[config.mk]
export PLATFORM = sky130hd
export DESIGN_NAME = nrp_guard
export DESIGN_NICKNAME = d
export VERILOG_FILES = /design/src/design/nrp_mem.v /design/src/design/nrp_guard.v
export VERILOG_INCLUDE_DIRS = /design/src /design/src/design
export SDC_FILE = /design/constraint.sdc
export NUM_CORES = 2
export LEC_CHECK = 0
export ABC_AREA = 1
export ABC_CLOCK_PERIOD_IN_PS = 22500
export BUFFER_PORTS_ARGS = -buffer_cell sky130_fd_sc_hd__buf_4
export CORE_UTILIZATION = 61
export CTS_CLUSTER_SIZE = 16
export DETAILED_ROUTE_END_ITERATION = 12
export PLACE_DENSITY = 0.77
export SKIP_CTS_REPAIR_TIMING = 1
export SLEW_MARGIN = 15
export SYNTH_ARGS = -nofsm -noshare
export SYNTH_HDL_FRONTEND = slang
export SYNTH_SLANG_ARGS = --single-unit
[constraint.sdc]
create_clock -name clock -period 22.5 [get_ports clock]
set_clock_uncertainty 0.1 [all_clocks]
set_input_delay 0 -clock clock [delete_from_list [all_inputs] [get_ports clock]]
set_output_delay 0 -clock clock [all_outputs]
set_load 0.02 [all_outputs]
[src/design/nrp_map.vh]
// offsets, field positions, reset values and timing counts of the protection bytes
`ifndef NRP_MAP_VH
`define NRP_MAP_VH
`define NRP_OFS_REG_GUARD     8'he0
`define NRP_OFS_CFG_GUARD     8'he1
`define NRP_OFS_EE_GUARD      8'he2
`define NRP_OFS_ERASE         8'he3
`define NRP_OFS_LOCK          8'he4
`define NRP_OFS_CHIP_MODE     8'hf6
`define NRP_RGRD_RD_LSB       0
`define NRP_RGRD_WR_LSB       2
`define NRP_WP_SIZE_LSB       0
`define NRP_WP_EN_BIT         2
`define NRP_ERS_PAGE_MSB      4
`define NRP_ERS_TRIG_BIT      7
`define NRP_CHIP_INH_BIT      4
`define NRP_CHIP_SEL_BIT      5
`define NRP_LOCK_BIT          0
`define NRP_RST_BYTE          8'h00
`define NRP_ERASED_BYTE       8'h00
`define NRP_ERASE_NS          1000
`define NRP_CLK_NS            20
`define NRP_ERASE_CYC         ((`NRP_ERASE_NS + `NRP_CLK_NS - 1) / `NRP_CLK_NS)
`endif

[src/design/nrp_mem.v]
// byte memory with registered read data for the emulated eeprom
`timescale 1ns/1ns
module nrp_mem #(
    parameter AW = 8,
    parameter DW = 8
) (
    input  wire          clock,
    input  wire          we,
    input  wire [AW-1:0] waddr,
    input  wire [DW-1:0] wdata,
    input  wire          re,
    input  wire [AW-1:0] raddr,
    output reg  [DW-1:0] rdata
);
    reg [DW-1:0] mem [0:(1<<AW)-1];
    always @(posedge clock) begin
        if (we) begin
            mem[waddr] <= wdata;
        end
        if (re) begin
            rdata <= mem[raddr];
        end
    end
endmodule // nrp_mem

[src/design/nrp_guard.v]
// protection, lock and erase control bytes with gated access to registers, config and eeprom
`timescale 1ns/1ns
`include "nrp_map.vh"
module nrp_guard #(
    parameter [7:0] PART_LIMIT = 8'h80,
    parameter       ERASE_CYC  = `NRP_ERASE_CYC,
    parameter       PAGE_W     = 4
) (
    input  wire       clock,
    input  wire       sys_rst,
    input  wire       reg_wr,
    input  wire       reg_rd,
    input  wire [7:0] reg_addr,
    input  wire [7:0] reg_wdata,
    output reg  [7:0] reg_rdata,
    output reg        reg_wr_ok,
    output reg        reg_rd_ok,
    input  wire       cfg_rd,
    input  wire       cfg_wr,
    output reg        cfg_rd_ok,
    output reg        cfg_wr_ok,
    input  wire       ee_wr,
    input  wire       ee_rd,
    input  wire [7:0] ee_addr,
    input  wire [7:0] ee_wdata,
    output reg  [7:0] ee_rdata,
    output reg        ee_ack,
    output reg        erase_busy,
    output reg        erase_full,
    output reg        erase_start,
    output reg  [4:0] erase_page
);
    localparam ST_IDLE = 1'b0;
    localparam ST_BUSY = 1'b1;

    reg  [1:0]  rd_guard_r;
    reg  [1:0]  wr_guard_r;
    reg  [1:0]  cfg_guard_r;
    reg  [1:0]  wp_size_r;
    reg         wp_en_r;
    reg  [4:0]  page_r;
    reg         chip_sel_r;
    reg         chip_inh_r;
    reg         lock_r;
    reg         state_r;
    reg  [15:0] cnt_r;
    reg  [7:0]  rdata_nxt;
    reg         mem_sel_r;
    wire [7:0]  mem_rdata;
    wire        ee_wr_ok;
    wire        rd_allow;
    wire        wr_allow;
    wire        guard_byte;
    wire        mem_we;
    wire        mem_re;
    reg  [8:0]  wipe_left_r;
    reg  [7:0]  wipe_addr_r;
    wire        ers_top;
    wire        erase_ok;
    wire        wipe_we;
    wire        mem_wen;
    wire [7:0]  mem_waddr;
    wire [7:0]  mem_wdata;

    // true when the address is refused under the given guard code
    function blocked;
        input [1:0] code;
        input [7:0] addr;
        begin
            case (code)
                2'h1:    blocked = (addr < PART_LIMIT);
                2'h2:    blocked = 1'b1;
                default: blocked = 1'b0;
            endcase
        end
    endfunction

    // true when an eeprom address falls in the protected upper span
    function ee_protected;
        input [1:0] size;
        input [7:0] addr;
        begin
            case (size)
                2'h0:    ee_protected = (addr[7:6] == 2'h3);
                2'h1:    ee_protected = addr[7];
                2'h2:    ee_protected = (addr[7:6] != 2'h0);
                default: ee_protected = 1'b1;
            endcase
        end
    endfunction

    // true when a trigger may start an erase; a guarded config half also refuses full erase
    function erase_allowed;
        input sel;
        input inh;
        input top;
        input cfg_wp;
        begin
            if (sel) begin
                erase_allowed = ~inh & ~cfg_wp;
            end else begin
                erase_allowed = top | ~cfg_wp;
            end
        end
    endfunction

    // bytes of the emulated eeprom cleared by an erase
    function [8:0] wipe_span;
        input full;
        input top;
        begin
            if (full) begin
                wipe_span = 9'h100;
            end else if (top) begin
                wipe_span = 9'h100 >> PAGE_W;
            end else begin
                wipe_span = 9'h000;
            end
        end
    endfunction

    assign rd_allow   = ~blocked(rd_guard_r, reg_addr);
    assign wr_allow   = ~blocked(wr_guard_r, reg_addr);
    assign guard_byte = (reg_addr == `NRP_OFS_REG_GUARD) | (reg_addr == `NRP_OFS_CFG_GUARD) |
                        (reg_addr == `NRP_OFS_EE_GUARD);
    assign ee_wr_ok   = ~(wp_en_r & ee_protected(wp_size_r, ee_addr));
    assign mem_we     = ee_wr & ee_wr_ok & (state_r == ST_IDLE);
    assign mem_re     = ee_rd & (state_r == ST_IDLE);
    assign ers_top    = reg_wdata[`NRP_ERS_PAGE_MSB];
    assign erase_ok   = erase_allowed(chip_sel_r, chip_inh_r, ers_top, cfg_guard_r[1]);
    assign wipe_we    = (state_r == ST_BUSY) & (wipe_left_r != 9'h000);
    assign mem_wen    = mem_we | wipe_we;
    assign mem_waddr  = wipe_we ? wipe_addr_r : ee_addr;
    assign mem_wdata  = wipe_we ? `NRP_ERASED_BYTE : ee_wdata;

    nrp_mem #(
        .AW (8),
        .DW (8)
    ) u_mem (
        .clock (clock),
        .we    (mem_wen),
        .waddr (mem_waddr),
        .wdata (mem_wdata),
        .re    (mem_re),
        .raddr (ee_addr),
        .rdata (mem_rdata)
    );

    always @* begin
        rdata_nxt = 8'h00;
        case (reg_addr)
            `NRP_OFS_REG_GUARD: rdata_nxt = {4'h0, wr_guard_r, rd_guard_r};
            `NRP_OFS_CFG_GUARD: rdata_nxt = {6'h00, cfg_guard_r};
            `NRP_OFS_EE_GUARD:  rdata_nxt = {5'h00, wp_en_r, wp_size_r};
            `NRP_OFS_ERASE:     rdata_nxt = {state_r, 2'h0, page_r};
            `NRP_OFS_LOCK:      rdata_nxt = {7'h00, lock_r};
            `NRP_OFS_CHIP_MODE: rdata_nxt = {2'h0, chip_sel_r, chip_inh_r, 4'h0};
            default:            rdata_nxt = 8'h00;
        endcase
    end

    always @(posedge clock) begin
        if (sys_rst) begin
            rd_guard_r  <= 2'h0;
            wr_guard_r  <= 2'h0;
            cfg_guard_r <= 2'h0;
            wp_size_r   <= 2'h0;
            wp_en_r     <= 1'b0;
            page_r      <= 5'h00;
            chip_sel_r  <= 1'b0;
            chip_inh_r  <= 1'b0;
            lock_r      <= 1'b0;
            state_r     <= ST_IDLE;
            cnt_r       <= 16'h0000;
            reg_rdata   <= `NRP_RST_BYTE;
            reg_wr_ok   <= 1'b0;
            reg_rd_ok   <= 1'b0;
            cfg_rd_ok   <= 1'b0;
            cfg_wr_ok   <= 1'b0;
            ee_ack      <= 1'b0;
            mem_sel_r   <= 1'b0;
            ee_rdata    <= 8'h00;
            erase_busy  <= 1'b0;
            erase_full  <= 1'b0;
            erase_start <= 1'b0;
            erase_page  <= 5'h00;
            wipe_left_r <= 9'h000;
            wipe_addr_r <= 8'h00;
        end else begin
            reg_rd_ok   <= reg_rd & rd_allow;
            reg_rdata   <= (reg_rd & rd_allow) ? rdata_nxt : 8'h00;
            reg_wr_ok   <= reg_wr & wr_allow & ~(lock_r & guard_byte);
            cfg_rd_ok   <= cfg_rd & ~cfg_guard_r[0] & (state_r == ST_IDLE);
            cfg_wr_ok   <= cfg_wr & ~cfg_guard_r[1] & (state_r == ST_IDLE);
            ee_ack      <= mem_we | mem_re;
            mem_sel_r   <= mem_re;
            if (mem_sel_r) begin
                ee_rdata <= mem_rdata;
            end
            erase_start <= 1'b0;
            if (reg_wr & wr_allow) begin
                if (~lock_r) begin
                    if (reg_addr == `NRP_OFS_REG_GUARD) begin
                        if (reg_wdata[1:0] != 2'h3) begin
                            rd_guard_r <= reg_wdata[1:0];
                        end
                        if (reg_wdata[3:2] != 2'h3) begin
                            wr_guard_r <= reg_wdata[3:2];
                        end
                    end
                    if (reg_addr == `NRP_OFS_CFG_GUARD) begin
                        cfg_guard_r <= reg_wdata[1:0];
                    end
                    if (reg_addr == `NRP_OFS_EE_GUARD) begin
                        wp_size_r <= reg_wdata[1:0];
                        wp_en_r   <= reg_wdata[`NRP_WP_EN_BIT];
                    end
                end
                if (reg_addr == `NRP_OFS_LOCK) begin
                    lock_r <= lock_r | reg_wdata[`NRP_LOCK_BIT];
                end
                if (reg_addr == `NRP_OFS_CHIP_MODE) begin
                    chip_sel_r <= reg_wdata[`NRP_CHIP_SEL_BIT];
                    chip_inh_r <= reg_wdata[`NRP_CHIP_INH_BIT];
                end
                if (reg_addr == `NRP_OFS_ERASE && state_r == ST_IDLE) begin
                    page_r <= reg_wdata[4:0];
                end
            end
            case (state_r)
                ST_IDLE: begin
                    if (reg_wr & wr_allow & (reg_addr == `NRP_OFS_ERASE) &
                        reg_wdata[`NRP_ERS_TRIG_BIT]) begin
                        // full erase only with select set and inhibit clear
                        if (erase_ok) begin
                            state_r     <= ST_BUSY;
                            cnt_r       <= 16'h0000;
                            erase_busy  <= 1'b1;
                            erase_start <= 1'b1;
                            erase_full  <= chip_sel_r;
                            erase_page  <= reg_wdata[4:0];
                            wipe_left_r <= wipe_span(chip_sel_r, ers_top);
                            wipe_addr_r <= chip_sel_r ? 8'h00 :
                                           {reg_wdata[PAGE_W-1:0], {(8-PAGE_W){1'b0}}};
                        end
                    end
                end
                ST_BUSY: begin
                    cnt_r <= cnt_r + 16'h0001;
                    if (wipe_we) begin
                        wipe_left_r <= wipe_left_r - 9'h001;
                        wipe_addr_r <= wipe_addr_r + 8'h01;
                    end
                    // busy covers the longer of the erase time and the eeprom wipe
                    if ((cnt_r >= ERASE_CYC[15:0] - 16'h0001) &&
                        (wipe_left_r <= 9'h001)) begin
                        state_r    <= ST_IDLE;
                        erase_busy <= 1'b0;
                        erase_full <= 1'b0;
                    end
                end
                default: begin
                    state_r <= ST_IDLE;
                end
            endcase
        end
    end
endmodule // nrp_guard

==> results.cfg <==
[setup_path]
cp_data_arrival_time_ns = 5.66
crit_path_end_kind = flip-flop
crit_path_max_incr_delay_ns = 1.12
crit_path_cell_trace = nor2_1 -> inv_1 -> nor2_2 -> nand4_1 -> nand2_1 -> inv_2 -> o21ai_2 -> inv_2 -> nor2_4 -> nand3_2 -> nor2_1
required_ns = 22.86
reg2reg_slack_ns = 17.19
path_class = flip-flop to flip-flop
cp_slowest_cell = nor2_1
crit_path_start_kind = flip-flop
cp_max_fo = 20

[synth]
yosysSeqAreaShare_pct = 73.1
synth_top_area_share_pct = 71.2
synthDistinctLibCells = 43
yosysTopAreaCell = edfxtp_1
ys.flop_type = edfxtp_1
synth_fp_nets = 7543
synth.area.top_cells = edfxtp_1, nand3_1, nand2_1
yosysWarnings = 0
syn-cell-area_um2 = 86700
async_reset_ff_share_pct = 0
ys_ff_latch = 2136
synth-edff-count = 2056
synthCells = 7492
syn_avg_cell_area_um2 = 11.6

[global_routing]
antenna_found_initial = 8
grt_overflow = 0
grt_pass1_vias = 55000
grt_start_max_net_pins = 235
grt_use_total_pct = 30.7
grt_pass1_wl_um = 329000

[cts]
cts_buffers = 205
tritoncts = done
cts_sinks = 2136
cts.clk_slew.worst_paths_ns = 0.06
clock-root-buffer = clkbuf_16
clock_path_buffers = 3
worstSkewPairLatency_ns = 0.85
htreeDepth = 4

[route]
detail_route.drc_violations = 0
wire_per_inst_um = 23.6
wirelength_um = 223000
highest_layer = met5
drtIter0Drc = 8740
drt_pre_antenna_iters = 8
wl_met3_um = 26100
wl_met1_um = 83000
vias = 59200
drtAntennaViolNets = 0
dr_wl_met2_um = 103000
vias_per_cell = 6.26

[power_and_ir_drop]
netSwitchingFraction_pct = 22.3
power_mw = 8.19
p_leak_nw = 33.2
seqPwrFrac_pct = 53.3
powerDensity_nw_per_um2 = 85.9
cellInternalPower_mw = 6.37
p_sw_mw = 1.82
ir_worst_vdd_uv = 73.9
pwr-share-clk_pct = 40.8
p_comb_share_pct = 5.9

[sta]
tightest_slew_ns = 1.28
drv_slew = 0
fin_crit_sh_pct = 23.6
final_hold_viol_count = 4
fmax_ghz = 0.188
fin_setup_tns_ns = 0
rsz0062_at_grt = false
whs_ns = -0.0256
slew_headroom_pct = 14.3
setup_violations = 0
fin_ws_ns = 17.19
finalCriticalPeriod_ns = 5.31

[place]
post-dp-hpwl_um = 118000
io_buffer_count = 66
dp_slack_ns = 16.98
gp_congestion = 0.919

[floorplanning]
dieArea_um2 = 144000
core_um2 = 140000
dieHeight_um = 379
initial_core_util_pct = 61.8
dieWidth_um = 379
rows = 137
io_pins = 69

[outcome]
violations = hold timing
status = complete, but fails checks

[cells_and_area]
fillers = 9648
utilization_pct = 68.0
nets = 7450
layout-drive-gt1-share_pct = 6.27
area_delta_synth_final_pct = 10.1

[job]
maxCapViolCount = 0

[worst_hold_path]
min_path_type = input port to flip-flop
## area by class of cell
cell class	instances	area, um^2	share of cell area (%)
Clock inverter	110	925	0.969
Antenna cell	4	10.0	0.0105
Clock buffer	269	5520	5.78
Multi-Input combinational cell	4769	21100	22.2
Sequential cell	2136	63300	66.4
Tap cell	1876	2350	2.46
Inverter	90	364	0.382
Timing Repair Buffer	197	1760	1.84
## layout by cell type (no fill, tap or decap), types with 20 or more instances in the layout
cell type / n
nand3_1: 2045
clkinv_1: 52
clkbuf_16: 210
clkbuf_1: 55
edfxtp_1: 2056
dlygate4sd3_1: 63
inv_1: 80
a21oi_1: 47
buf_4: 123
nand2_1: 2188
nor2_1: 313
nor3_1: 20
dfxtp_1: 80
clkinv_2: 30
o21ai_0: 38
## through the flow
stage / instance area [um^2] / cells
after floorplan: 86700 / 7492
after global placement: 88300 / 9005
after detailed placement: 88300 / 9005
after CTS: 94800 / 9384
after global routing: 95400 / 9449
final: 95400 / 9451
## cells by family after synthesis
kind of cell               count (synthesis)  synth area share (%)
DFF                                     2136                  73.1
and+or+nand+nor                         4632                  23.3
xor gates and xnor gates                   4                0.0404
other                                      1               0.00433
buffers and inverters                    587                  2.64
AOI/OAI and AO/OA                        121                 0.813
adders and majority gates                 11                 0.159
## Yosys cell counts, types with 6 or more instances
cell,n
nand2_2,13
edfxtp_1,2056
nand2_1,2188
dfxtp_1,80
nor2_2,7
clkbuf_1,383
o22ai_1,6
buf_2,53
nand3_2,6
nor3_1,20
nand4_1,7
ha_1,11
o21ai_0,38
nand3_1,2049
inv_1,82
nor2_1,321
o21ai_2,9
a21oi_1,47
nor2_4,8
buf_1,57
inv_2,7
## power groups by stage
stage	Combinational [mW]	Sequential, mW	Clock, mW
floorplan	0.285	4.47	0
global placement	0.450	4.45	0
detailed placement	0.462	4.45	0
CTS	0.464	4.37	3.35
global route	0.517	4.37	3.49
finish	0.485	4.37	3.34
## state kept, by name (all words and copies together), names as in the netlist, 2 cells and up
signal,count
cnt_r,16
page_r,5
wp_size_r,2
u_mem.rdata,8
ee_rdata,8
reg_rdata,7
wr_guard_r,2
erase_page,5
rd_guard_r,2
wipe_addr_r,8
cfg_guard_r,2
u_mem.mem,2048
wipe_left_r,9
## worst max-delay path: cells and delay by family (launching register included)
| family | cells | cell delay, ns |
|---|---|---|
| simple gates | 7 | 3.39 |
| buf+inv | 3 | 0.67 |
| compound gates | 1 | 0.41 |
| flops | 1 | 0.33 |
## final timing paths
| kind | start | endpoint | cells after the start |
|---|---|---|---|
| max | wipe_left_r[5] | u_mem.mem[242][1] | 11 |
| min | reg_addr[7] | rd_guard_r[0] | 9 |
| max reg2reg | wipe_left_r[5] | u_mem.mem[242][1] | 11 |
| min reg2reg | wipe_left_r[8] | wipe_left_r[8] | 2 |
## per-layer routing
layer	track usage [%]	vias to the layer above
met5	0	-
met4	14.8	8
met3	6.34	598
met2	47.3	3833
met1	42.1	28400
li1	-	26300
No activity file was read; power rests on OpenSTA's default activity.
